**config.mk**
```make
export PLATFORM = sky130hd
export DESIGN_NAME = fodc_top
export DESIGN_NICKNAME = d
export VERILOG_FILES = /design/src/hdl/fodc_pkg.sv /design/src/hdl/fodc_pwm_if.sv /design/src/hdl/fodc_top.sv /design/src/hdl/fodc_pwm_gen.sv
export SDC_FILE = /design/constraint.sdc
export NUM_CORES = 1
export LEC_CHECK = 0
export BUFFER_PORTS_ARGS = -buffer_cell sky130_fd_sc_hd__buf_2
export CORE_MARGIN = 5
export CORE_UTILIZATION = 30
export CTS_CLUSTER_SIZE = 20
export DETAILED_ROUTE_END_ITERATION = 6
export SLEW_MARGIN = 15
export SYNTH_ARGS = -nofsm -noshare
export SYNTH_HDL_FRONTEND = slang
export SYNTH_SLANG_ARGS = --single-unit
export TNS_END_PERCENT = 5
```
**constraint.sdc**
```tcl
create_clock -name clk -period 19.2 [get_ports clk]
set_input_delay 2.88 -clock clk [delete_from_list [all_inputs] [get_ports clk]]
set_output_delay 2.88 -clock clk [all_outputs]
set_load 0.03 [all_outputs]
```
**src/hdl/fodc_pkg.sv**
```systemverilog
// Package with register map, field positions, reset values and timing constants of the fan drive block
// Function
// - Drive type bits 4/5/6 select DC or PWM
// - Bit 7 picks 24 MHz or 180 kHz
// - Bits 6..0 divide the source by n
// - PWM rate is source over n over 256
// - Duty is value/255, FFh high, 00h low; the counter gives value/256 below FFh
// - DC mode drives value bits 7..4 to DAC
// - Output value registers reset to FFh
// - Frequency and value registers at fixed indices
// - Two-bit mode field: manual, thermal, speed cruise
// - Thermal cruise falls back to stop value
// - Thermal cruise start rises to start-up value
// - Stop time holds stop value before zero
// - Keep-minimum bit holds stop value instead
package fodc_pkg;
  // ------------------------------------------------------------
  // Register indices; byte address is four times the index
  // ------------------------------------------------------------
  localparam logic [7:0] IDX_SYS_CLK = 8'h00;
  localparam logic [7:0] IDX_SYS_VAL = 8'h01;
  localparam logic [7:0] IDX_CPU_CLK = 8'h02;
  localparam logic [7:0] IDX_CPU_VAL = 8'h03;
  localparam logic [7:0] IDX_MODE = 8'h04;
  localparam logic [7:0] IDX_SYS_STOP = 8'h08;
  localparam logic [7:0] IDX_CPU_STOP = 8'h09;
  localparam logic [7:0] IDX_SYS_START = 8'h0A;
  localparam logic [7:0] IDX_CPU_START = 8'h0B;
  localparam logic [7:0] IDX_SYS_STIME = 8'h0C;
  localparam logic [7:0] IDX_CPU_STIME = 8'h0D;
  localparam logic [7:0] IDX_MINKEEP = 8'h12;
  localparam logic [7:0] IDX_THERMAL = 8'h20;
  localparam logic [7:0] IDX_STATUS = 8'h21;
  localparam logic [7:0] IDX_DRV_TYPE = 8'hF0;
  // ------------------------------------------------------------
  // Field positions
  // ------------------------------------------------------------
  localparam int SRC_SEL_BIT = 7;
  localparam int SYS_TYPE_BIT = 4;
  localparam int CPU_TYPE_BIT = 5;
  localparam int AUX_TYPE_BIT = 6;
  localparam int SYS_MODE_LSB = 2;
  localparam int CPU_MODE_LSB = 4;
  localparam int SYS_KEEP_BIT = 5;
  localparam int CPU_KEEP_BIT = 4;
  localparam int SYS_DEMAND_BIT = 0;
  localparam int CPU_DEMAND_BIT = 1;
  // ------------------------------------------------------------
  // Reset values
  // ------------------------------------------------------------
  localparam logic [7:0] RST_CLK = 8'h01;
  localparam logic [7:0] RST_VAL = 8'hFF;
  localparam logic [7:0] RST_MODE = 8'h00;
  localparam logic [7:0] RST_STOP = 8'h01;
  localparam logic [7:0] RST_START = 8'h01;
  localparam logic [7:0] RST_STIME = 8'h3C;
  localparam logic [7:0] RST_DRV_TYPE = 8'h20;
  localparam logic [7:0] DUTY_FULL = 8'hFF;
  // ------------------------------------------------------------
  // Modes
  // ------------------------------------------------------------
  typedef enum logic [1:0] {
    FODC_MANUAL = 2'b00,
    FODC_THERMAL = 2'b01,
    FODC_SPEED = 2'b10,
    FODC_RSVD = 2'b11
  } fodc_mode_e;
  // ------------------------------------------------------------
  // Timing: clock 40 MHz, sources 24 MHz and 180 kHz, stop time unit
  // ------------------------------------------------------------
  localparam int CLK_HZ = 40_000_000;
  localparam int SRC_FAST_HZ = 24_000_000;
  localparam int SRC_SLOW_HZ = 180_000;
  localparam int PHASE_W = 32;
  // Phase increments of a 32-bit accumulator, one wrap per source tick
  localparam logic [31:0] INC_FAST = 32'((64'(SRC_FAST_HZ) << 32) / 64'(CLK_HZ));
  localparam logic [31:0] INC_SLOW = 32'((64'(SRC_SLOW_HZ) << 32) / 64'(CLK_HZ));
  localparam int UNIT_PWM_MS = 100;
  localparam int UNIT_DC_MS = 1600;
  localparam int UNIT_PWM_CYC = CLK_HZ / 1000 * UNIT_PWM_MS;
  localparam int UNIT_DC_CYC = CLK_HZ / 1000 * UNIT_DC_MS;
  localparam logic [1:0] AV_OKAY = 2'b00;
  localparam logic [1:0] AV_DECERR = 2'b11;
endpackage

```
**src/hdl/fodc_pwm_if.sv**
```systemverilog
// Interface carrying one channel's PWM settings and waveform
`timescale 1ns/100ps
interface fodc_pwm_if;
  logic srcSel;
  logic [6:0] divider;
  logic [7:0] duty;
  logic pwmOut;
  modport ctl (output srcSel, output divider, output duty, input pwmOut);
  modport gen (input srcSel, input divider, input duty, output pwmOut);
endinterface

```
**src/hdl/fodc_top.sv**
```systemverilog
// Fan drive control: register slave, cruise sequencing and PWM/DAC outputs
`timescale 1ns/100ps
module fodc_top #(
  parameter int UNIT_PWM_CYCLES = fodc_pkg::UNIT_PWM_CYC,
  parameter int UNIT_DC_CYCLES = fodc_pkg::UNIT_DC_CYC
) (
  input wire logic clk,
  input wire logic rstn,
  input wire logic [9:0] avsAddress,
  input wire logic avsRead,
  input wire logic avsWrite,
  input wire logic [31:0] avsWritedata,
  input wire logic [3:0] avsByteenable,
  output logic [31:0] avsReaddata,
  output logic avsWaitrequest,
  output logic [1:0] avsResponse,
  output logic system_fan_drive,
  output logic processor_fan_drive,
  output logic [3:0] systemFanDac,
  output logic [3:0] processorFanDac,
  output logic systemFanPwmMode,
  output logic processorFanPwmMode,
  output logic auxiliaryFanPwmMode
);
  // Refuse unit counts the shared unit counter cannot serve: the DC unit must be
  // a whole number of PWM units, or the PWM ticks fall unevenly
  if (UNIT_PWM_CYCLES < 1 || UNIT_DC_CYCLES < UNIT_PWM_CYCLES ||
      (UNIT_DC_CYCLES % UNIT_PWM_CYCLES) != 0) begin
    $error("Stop time unit counts must be positive, DC a multiple of PWM");
  end

  // ------------------------------------------------------------
  // Register storage
  // ------------------------------------------------------------
  logic [7:0] sysClk_r, cpuClk_r, mode_r;
  logic [7:0] sysStop_r, cpuStop_r, sysStart_r, cpuStart_r;
  logic [7:0] sysStime_r, cpuStime_r, keep_r, thermal_r, drvType_r;
  logic [7:0] sysDrive_r, cpuDrive_r;
  logic [1:0] sysPh_r, cpuPh_r;
  logic [7:0] sysTcnt_r, cpuTcnt_r;
  logic [31:0] unitCnt_r;
  logic ack_r;
  logic wait_r;
  logic [31:0] rdata_r;
  logic [1:0] resp_r;

  // Bus decode
  // Only a write on byte lane 0 of a word-aligned address reaches a register
  logic [7:0] idx;
  logic req;
  logic wrEn;
  logic hit;
  logic [7:0] rdMux;
  logic [7:0] wd;
  assign idx = avsAddress[9:2];
  assign req = (avsRead || avsWrite) && !ack_r;
  assign wrEn = req && avsWrite && avsByteenable[0] && (avsAddress[1:0] == 2'b00);
  assign wd = avsWritedata[7:0];

  // Cruise phases: zero, stop-value hold, running
  typedef enum logic [1:0] {
    FODC_OFF = 2'b00,
    FODC_START = 2'b01,
    FODC_RUN = 2'b11,
    FODC_STOP = 2'b10
  } fodc_cruise_e;

  // Read mux
  // Reserved bits of masked registers read back as zero
  always_comb begin
    hit = 1'b1;
    case (idx)
      fodc_pkg::IDX_SYS_CLK: rdMux = sysClk_r;
      fodc_pkg::IDX_SYS_VAL: rdMux = sysDrive_r;
      fodc_pkg::IDX_CPU_CLK: rdMux = cpuClk_r;
      fodc_pkg::IDX_CPU_VAL: rdMux = cpuDrive_r;
      fodc_pkg::IDX_MODE: rdMux = mode_r & 8'h3C;
      fodc_pkg::IDX_SYS_STOP: rdMux = sysStop_r;
      fodc_pkg::IDX_CPU_STOP: rdMux = cpuStop_r;
      fodc_pkg::IDX_SYS_START: rdMux = sysStart_r;
      fodc_pkg::IDX_CPU_START: rdMux = cpuStart_r;
      fodc_pkg::IDX_SYS_STIME: rdMux = sysStime_r;
      fodc_pkg::IDX_CPU_STIME: rdMux = cpuStime_r;
      fodc_pkg::IDX_MINKEEP: rdMux = keep_r & 8'h30;
      fodc_pkg::IDX_THERMAL: rdMux = thermal_r & 8'h03;
      fodc_pkg::IDX_STATUS: rdMux = {4'h0, cpuPh_r, sysPh_r};
      fodc_pkg::IDX_DRV_TYPE: rdMux = drvType_r & 8'h70;
      default: begin
        rdMux = 8'h00;
        hit = 1'b0;
      end
    endcase
  end

  // ------------------------------------------------------------
  // Avalon slave: one wait cycle, answer on the second
  // ------------------------------------------------------------
  always_ff @(posedge clk or negedge rstn) begin
    if (!rstn) begin
      ack_r <= 1'b0;
      wait_r <= 1'b1;
      rdata_r <= 32'h0000_0000;
      resp_r <= fodc_pkg::AV_OKAY;
    end else begin
      ack_r <= req;
      wait_r <= !req;
      if (req) begin
        rdata_r <= avsRead ? {24'h00_0000, rdMux} : 32'h0000_0000;
        resp_r <= hit ? fodc_pkg::AV_OKAY : fodc_pkg::AV_DECERR;
      end
    end
  end
  // Waitrequest has its own flop, always the inverse of ack
  assign avsWaitrequest = wait_r;
  assign avsReaddata = rdata_r;
  assign avsResponse = resp_r;

  // Configuration writes
  // Writes land at the taking edge; the master holds the request through the answer
  always_ff @(posedge clk or negedge rstn) begin
    if (!rstn) begin
      sysClk_r <= fodc_pkg::RST_CLK;
      cpuClk_r <= fodc_pkg::RST_CLK;
      mode_r <= fodc_pkg::RST_MODE;
      sysStop_r <= fodc_pkg::RST_STOP;
      cpuStop_r <= fodc_pkg::RST_STOP;
      sysStart_r <= fodc_pkg::RST_START;
      cpuStart_r <= fodc_pkg::RST_START;
      sysStime_r <= fodc_pkg::RST_STIME;
      cpuStime_r <= fodc_pkg::RST_STIME;
      keep_r <= 8'h00;
      thermal_r <= 8'h00;
      drvType_r <= fodc_pkg::RST_DRV_TYPE;
    end else if (wrEn) begin
      case (idx)
        fodc_pkg::IDX_SYS_CLK: sysClk_r <= wd;
        fodc_pkg::IDX_CPU_CLK: cpuClk_r <= wd;
        fodc_pkg::IDX_MODE: mode_r <= wd;
        fodc_pkg::IDX_SYS_STOP: sysStop_r <= wd;
        fodc_pkg::IDX_CPU_STOP: cpuStop_r <= wd;
        fodc_pkg::IDX_SYS_START: sysStart_r <= wd;
        fodc_pkg::IDX_CPU_START: cpuStart_r <= wd;
        fodc_pkg::IDX_SYS_STIME: sysStime_r <= wd;
        fodc_pkg::IDX_CPU_STIME: cpuStime_r <= wd;
        fodc_pkg::IDX_MINKEEP: keep_r <= wd;
        fodc_pkg::IDX_THERMAL: thermal_r <= wd;
        fodc_pkg::IDX_DRV_TYPE: drvType_r <= wd;
        default: ;
      endcase
    end
  end

  // ------------------------------------------------------------
  // Stop-time unit tick: 0.1 s when PWM, 1.6 s when DC (per channel)
  // ------------------------------------------------------------
  // The first unit of a stop hold may be partial: the hold lasts n to n+1 units
  logic tickPwm, tickDc;
  assign tickPwm = (unitCnt_r % 32'(UNIT_PWM_CYCLES)) == 32'(UNIT_PWM_CYCLES - 1);
  assign tickDc = unitCnt_r == 32'(UNIT_DC_CYCLES - 1);
  always_ff @(posedge clk or negedge rstn) begin
    if (!rstn) begin
      unitCnt_r <= 32'h0000_0000;
    end else begin
      unitCnt_r <= tickDc ? 32'h0000_0000 : 32'(unitCnt_r + 32'h1);
    end
  end

  // Next value of one channel's drive and cruise phase
  // Fan speed cruise and the reserved code run as manual; the speed loop sits outside
  function automatic logic [17:0] cruise_step(
    input logic [1:0] mode, input logic [7:0] drive, input logic [1:0] ph,
    input logic [7:0] tcnt, input logic wrVal, input logic [7:0] wdat,
    input logic demand, input logic keep, input logic [7:0] stopV,
    input logic [7:0] startV, input logic [7:0] stime, input logic tick);
    logic [7:0] d;
    logic [1:0] p;
    logic [7:0] t;
    d = drive;
    p = ph;
    t = tcnt;
    // only thermal cruise sequences the value
    if (mode == fodc_pkg::FODC_THERMAL) begin
      case (p)
        FODC_RUN: begin
          if (wrVal) d = wdat;
          if (!demand) begin
            d = stopV;
            t = 8'h00;
            p = FODC_STOP;
          end
        end
        FODC_STOP: begin
          if (demand) begin
            p = FODC_RUN;
          end else if (!keep && tick) begin
            if (t >= stime) begin
              d = 8'h00;
              p = FODC_OFF;
            end else begin
              t = 8'(t + 8'h01);
            end
          end
        end
        FODC_OFF: begin
          // start from zero to start-up value
          if (demand) begin
            d = startV;
            p = FODC_RUN;
          end else if (keep) begin
            d = stopV;
            p = FODC_STOP;
          end
        end
        default: p = FODC_RUN;
      endcase
    end else begin
      p = FODC_RUN;
      if (wrVal) d = wdat;
    end
    return {d, p, t};
  endfunction

  // Per-channel decode: value writes, drive types and stop-time tick
  logic sysWrVal, cpuWrVal, sysPwm, cpuPwm, sysTick, cpuTick;
  assign sysWrVal = wrEn && (idx == fodc_pkg::IDX_SYS_VAL);
  assign cpuWrVal = wrEn && (idx == fodc_pkg::IDX_CPU_VAL);
  assign sysPwm = drvType_r[fodc_pkg::SYS_TYPE_BIT];
  assign cpuPwm = drvType_r[fodc_pkg::CPU_TYPE_BIT];
  assign sysTick = sysPwm ? tickPwm : tickDc;
  assign cpuTick = cpuPwm ? tickPwm : tickDc;

  logic [17:0] sysNxt, cpuNxt;
  assign sysNxt = cruise_step(mode_r[fodc_pkg::SYS_MODE_LSB +: 2], sysDrive_r, sysPh_r, sysTcnt_r,
    sysWrVal, wd, thermal_r[fodc_pkg::SYS_DEMAND_BIT],
    keep_r[fodc_pkg::SYS_KEEP_BIT], sysStop_r, sysStart_r, sysStime_r,
    sysTick);
  assign cpuNxt = cruise_step(mode_r[fodc_pkg::CPU_MODE_LSB +: 2], cpuDrive_r, cpuPh_r, cpuTcnt_r,
    cpuWrVal, wd, thermal_r[fodc_pkg::CPU_DEMAND_BIT],
    keep_r[fodc_pkg::CPU_KEEP_BIT], cpuStop_r, cpuStart_r, cpuStime_r,
    cpuTick);

  // Drive value and cruise state
  always_ff @(posedge clk or negedge rstn) begin
    if (!rstn) begin
      sysDrive_r <= fodc_pkg::RST_VAL;
      cpuDrive_r <= fodc_pkg::RST_VAL;
      sysPh_r <= FODC_RUN;
      cpuPh_r <= FODC_RUN;
      sysTcnt_r <= 8'h00;
      cpuTcnt_r <= 8'h00;
    end else begin
      {sysDrive_r, sysPh_r, sysTcnt_r} <= sysNxt;
      {cpuDrive_r, cpuPh_r, cpuTcnt_r} <= cpuNxt;
    end
  end

  // ------------------------------------------------------------
  // PWM generators
  // ------------------------------------------------------------
  fodc_pwm_if sysPw ();
  fodc_pwm_if cpuPw ();
  assign sysPw.srcSel = sysClk_r[fodc_pkg::SRC_SEL_BIT];
  assign sysPw.divider = sysClk_r[6:0];
  assign sysPw.duty = sysDrive_r;
  assign cpuPw.srcSel = cpuClk_r[fodc_pkg::SRC_SEL_BIT];
  assign cpuPw.divider = cpuClk_r[6:0];
  assign cpuPw.duty = cpuDrive_r;
  fodc_pwm_gen uSysPwm (.clk(clk), .rstn(rstn), .pw(sysPw));
  fodc_pwm_gen uCpuPwm (.clk(clk), .rstn(rstn), .pw(cpuPw));

  // Output registers
  // A DC channel parks its waveform low, a PWM channel its DAC code at zero once out of reset (reset loads Fh)
  always_ff @(posedge clk or negedge rstn) begin
    if (!rstn) begin
      system_fan_drive <= 1'b0;
      processor_fan_drive <= 1'b1;
      systemFanDac <= 4'hF;
      processorFanDac <= 4'hF;
      systemFanPwmMode <= 1'b0;
      processorFanPwmMode <= 1'b1;
      auxiliaryFanPwmMode <= 1'b0;
    end else begin
      system_fan_drive <= drvType_r[fodc_pkg::SYS_TYPE_BIT] & sysPw.pwmOut;
      processor_fan_drive <= drvType_r[fodc_pkg::CPU_TYPE_BIT] & cpuPw.pwmOut;
      systemFanDac <= drvType_r[fodc_pkg::SYS_TYPE_BIT] ? 4'h0 : sysDrive_r[7:4];
      processorFanDac <= drvType_r[fodc_pkg::CPU_TYPE_BIT] ? 4'h0 : cpuDrive_r[7:4];
      systemFanPwmMode <= drvType_r[fodc_pkg::SYS_TYPE_BIT];
      processorFanPwmMode <= drvType_r[fodc_pkg::CPU_TYPE_BIT];
      auxiliaryFanPwmMode <= drvType_r[fodc_pkg::AUX_TYPE_BIT];
    end
  end
endmodule

```
**src/hdl/fodc_pwm_gen.sv**
```systemverilog
// One PWM channel: source tick, prescaler and 8-bit duty counter
`timescale 1ns/100ps
module fodc_pwm_gen (
  input wire logic clk,
  input wire logic rstn,
  fodc_pwm_if.gen pw
);
  logic [31:0] phase_r;
  logic [32:0] phaseSum;
  logic srcTick;
  logic [6:0] pre_r;
  logic [7:0] cnt_r;
  logic out_r;
  logic preDone;
  logic [6:0] divEff;

  // ------------------------------------------------------------
  // Source tick from a phase accumulator
  // ------------------------------------------------------------
  // source clock select
  assign phaseSum = {1'b0, phase_r} + {1'b0, pw.srcSel ? fodc_pkg::INC_SLOW : fodc_pkg::INC_FAST};
  assign srcTick = phaseSum[32];
  // Zero divider is illegal; treated as one to keep the counter alive
  assign divEff = (pw.divider == 7'h00) ? 7'h01 : pw.divider;
  assign preDone = srcTick && (pre_r >= 7'(divEff - 7'h01));

  // Accumulator and prescaler
  always_ff @(posedge clk or negedge rstn) begin
    if (!rstn) begin
      phase_r <= 32'h0000_0000;
      pre_r <= 7'h00;
    end else begin
      phase_r <= phaseSum[31:0];
      if (preDone) begin
        pre_r <= 7'h00;
      end else if (srcTick) begin
        pre_r <= 7'(pre_r + 7'h01);
      end
    end
  end

  always_ff @(posedge clk or negedge rstn) begin
    if (!rstn) begin
      cnt_r <= 8'h00;
      out_r <= 1'b1;
    end else begin
      if (preDone) begin
        cnt_r <= 8'(cnt_r + 8'h01);
      end
      out_r <= (pw.duty == fodc_pkg::DUTY_FULL) || (cnt_r < pw.duty);
    end
  end
  assign pw.pwmOut = out_r;
endmodule

```
==> impl_metrics.env <==
export IMPL_nFillCells=6943
export IMPL_crit_start="unitCnt_r[18]"
export IMPL_layout_common_cells="215 x dfrtp_1, 194 x nor2_1, 177 x nand2_1"
export IMPL_slowest_stage="o211ai_1"
export IMPL_antenna_found_initial=1
export IMPL_area_growth_pct=9.92
export IMPL_numCtsBuffers=30
export IMPL_row_count=95
export IMPL_synth_edf_count=0
export IMPL_core_area_mm2=0.0672
export IMPL_p_per_area_mw_per_mm2=69.9
export IMPL_io_buffers=46
export IMPL_insertion_delay_ns=0.56
export IMPL_seqCellArea_mm2=0.00664
export IMPL_grt_overflow_total=0
export IMPL_antenna_left=0
export IMPL_die_h_um=270
export IMPL_die_area_mm2=0.0730
export IMPL_htreeDepth=1
export IMPL_clk_path_buf_depth=3
export IMPL_grt_util_met1_pct=20.3
export IMPL_avgSynthCellArea_um2=8.87
export IMPL_cts_tree="done"
export IMPL_r2r_start="unitCnt_r[18]"
export IMPL_critPathCapture="sysDrive_r[4]"
export IMPL_fp_dieW_um=270
export IMPL_top_regs="uCpuPwm.phase_r x32, uSysPwm.phase_r x32, unitCnt_r x32"
export IMPL_synth_top_area_share_pct=26.5
export IMPL_nets=2434
export IMPL_drtIter0Drc=1283
export IMPL_cts_clk_slew_worst_paths_ns=0.06
export IMPL_routed_wl_um=51800
export IMPL_slowest_delay_ns=0.67
export IMPL_ys_seq_area_share_pct=32.7
export IMPL_cts_root_buf="clkbuf_16"
export IMPL_reg2regPathDepth=45
export IMPL_wire_per_inst_um=16.3
export IMPL_slew_headroom_pct=34.5
export IMPL_max_cap_violations=0
export IMPL_rrSetupSlack_ns=3.29
export IMPL_async_reset_ff_share_pct=100
export IMPL_total_power_mw=1.56
export IMPL_yosysWarnings=0
export IMPL_synth_top_cell_by_area="dfrtp_1"
export IMPL_vias=17137
export IMPL_layout_commonest_cell="dfrtp_1"
export IMPL_grt_max_degree=126
export IMPL_synth_area_mm2=0.0203
export IMPL_irDropWorstVdd_v=0.0000626
export IMPL_grt_usage_pct=13.7
export IMPL_gp_congestion=0.867
export IMPL_required_ns=19.67
export IMPL_grt_pass1_wl_um=86700
export IMPL_hp_class="reg2reg"
export IMPL_viasPerCell=5.38
export IMPL_multi_input_area_mm2=0.0129
export IMPL_synthFlopType="dfrtp_1"
export IMPL_status="complete, no violations"
export IMPL_p_leak_nw=9.11
export IMPL_tightestPinTransition_ns=0.981
export IMPL_tns_ns=0
export IMPL_grt_pass1_vias=16203
export IMPL_finalSetupViolCount=0
export IMPL_cts_setup_buffers=0
export IMPL_grt_most_used_layer="met2"
export IMPL_grt_use_met2_pct=21.7
export IMPL_clkSinkCount=263
export IMPL_drv_slew=0
export IMPL_synthDistinctLibCells=132
export IMPL_start_util_pct=30.3
export IMPL_regToRegEndpoint="sysDrive_r[4]"
export IMPL_hpwlAfterDp_um=38000
export IMPL_drive_gt1_share_pct=13.8
export IMPL_ys_ff_latch=263
export IMPL_hold_viol=0
export IMPL_firstDrtPassIters=5
export IMPL_cts_resized=0
export IMPL_fmax_mhz=62.9
export IMPL_synthesis_instances=2292
export IMPL_rsz0062_at_grt="no"
export IMPL_ys_top_cells_by_area="dfrtp_1 26%, dfstp_2 6.2%, ha_1 5.8%"
export IMPL_drc=0
export IMPL_worstSetupStartpointType="flip-flop"
export IMPL_io_pins=98
export IMPL_fin_crit_sh_pct=82.8
export IMPL_cp_data_arrival_time_ns=16.38
export IMPL_cts_hold_fix_buffers=0
export IMPL_skew_ns=0.0250
export IMPL_worstSetupEndpointType="flip-flop"
export IMPL_grt_use_met3_pct=1.66
export IMPL_crit_path_max_fanout=23
export IMPL_fin_crit_ns=15.91
export IMPL_path_class="reg2reg"
[report_power, final]
part | switching, mW | total (mW) | internal (mW)
logic | 0.161 | 0.302 | 0.141
clock network | 0.236 | 0.601 | 0.365
registers | 0.0368 | 0.659 | 0.622
total | 0.434 | 1.56 | 1.13
[layer usage]
layer	up-vias	routed length, µm
met2	350	22800
li1	8476	-
met1	8241	25600
met5	-	0
met4	0	889
met3	70	2490
[logic make-up (layout without fill, tap and decap cells)]
group,after synthesis,in the layout,share of synthesized area [%]
AO/OA/AOI/OAI,638,638,22.7
XOR/XNOR,152,152,6.63
adder cells (fa/ha/maj),101,101,6.14
buffers and inverters,192,191,4.24
flip-flops,263,263,32.7
multiplexers,110,110,6.35
other,1,25,0.0185
AND/OR/NAND/NOR,835,835,21.3
[cell type report]
cell class | count | area share (%)
Tap cell | 873 | 4.89
Timing Repair Buffer | 57 | 1.45
Antenna cell | 1 | 0.0112
Multi-Input combinational cell | 1860 | 57.9
Clock inverter | 15 | 0.891
Clock buffer | 41 | 3.81
Inverter | 78 | 1.31
Sequential cell | 263 | 29.7
[worst max-delay path: cells and delay by family, from the launching register on]
kind	cells	cell delay (ns)
flops	1	0.64
fa+ha+maj	1	0.38
compound gates	29	10.16
mux	4	1.24
buf+inv	1	0.26
simple gates	9	2.65
xor+xnor	1	0.48
[worst min-delay path by stage]
stage	startpoint	end	slack [ns]	cells past startpoint
finish	drvType_r[5]	processorFanPwmMode	0.46	0
global route	drvType_r[5]	processorFanPwmMode	0.47	0
CTS	drvType_r[5]	processorFanPwmMode	0.46	0
detailed placement	drvType_r[5]	processorFanPwmMode	0.45	0
global placement	drvType_r[5]	processorFanPwmMode	0.46	0
floorplan	drvType_r[4]	systemFanPwmMode	0.35	0
[Yosys cell counts (all sizes together), types with 17 or more instances]
| library cell | count |
|---|---|
| nand3 | 83 |
| ha | 94 |
| o21a | 39 |
| dfstp | 48 |
| nor2 | 195 |
| o211ai | 21 |
| nand2b | 48 |
| xnor2 | 110 |
| a22o | 21 |
| nor4 | 25 |
| buf | 53 |
| nand4 | 32 |
| mux2 | 70 |
| o21ai | 152 |
| nor3 | 85 |
| xor2 | 42 |
| a21oi | 122 |
| or3 | 18 |
| inv | 76 |
| a31oi | 21 |
| and2 | 30 |
| nand2 | 178 |
| clkbuf | 61 |
| a211oi | 17 |
| nor2b | 48 |
| a21o | 24 |
| and3 | 33 |
| mux2i | 33 |
| dfrtp | 215 |
[per-stage QoR]
| stage | cell area, µm² | instances | util [%] | worst slack, ns | hold slack, ns |
|---|---|---|---|---|---|
| 6_report | 22300 | 3188 | 33.3 | 3.29 | 0.459 |
| 5_1_grt | 22300 | 3187 | 33.3 | 1.99 | 0.470 |
| 4_1_cts | 22300 | 3187 | 33.2 | 3.47 | 0.458 |
| 3_5_place_dp | 21300 | 3131 | 31.7 | 3.53 | 0.449 |
| 3_3_place_gp | 21300 | 3131 | 31.7 | 3.56 | 0.455 |
| 2_1_floorplan | 20400 | 2315 | - | 6.62 | 0.352 |
Note: power is estimated with default switching activity, not from simulation.
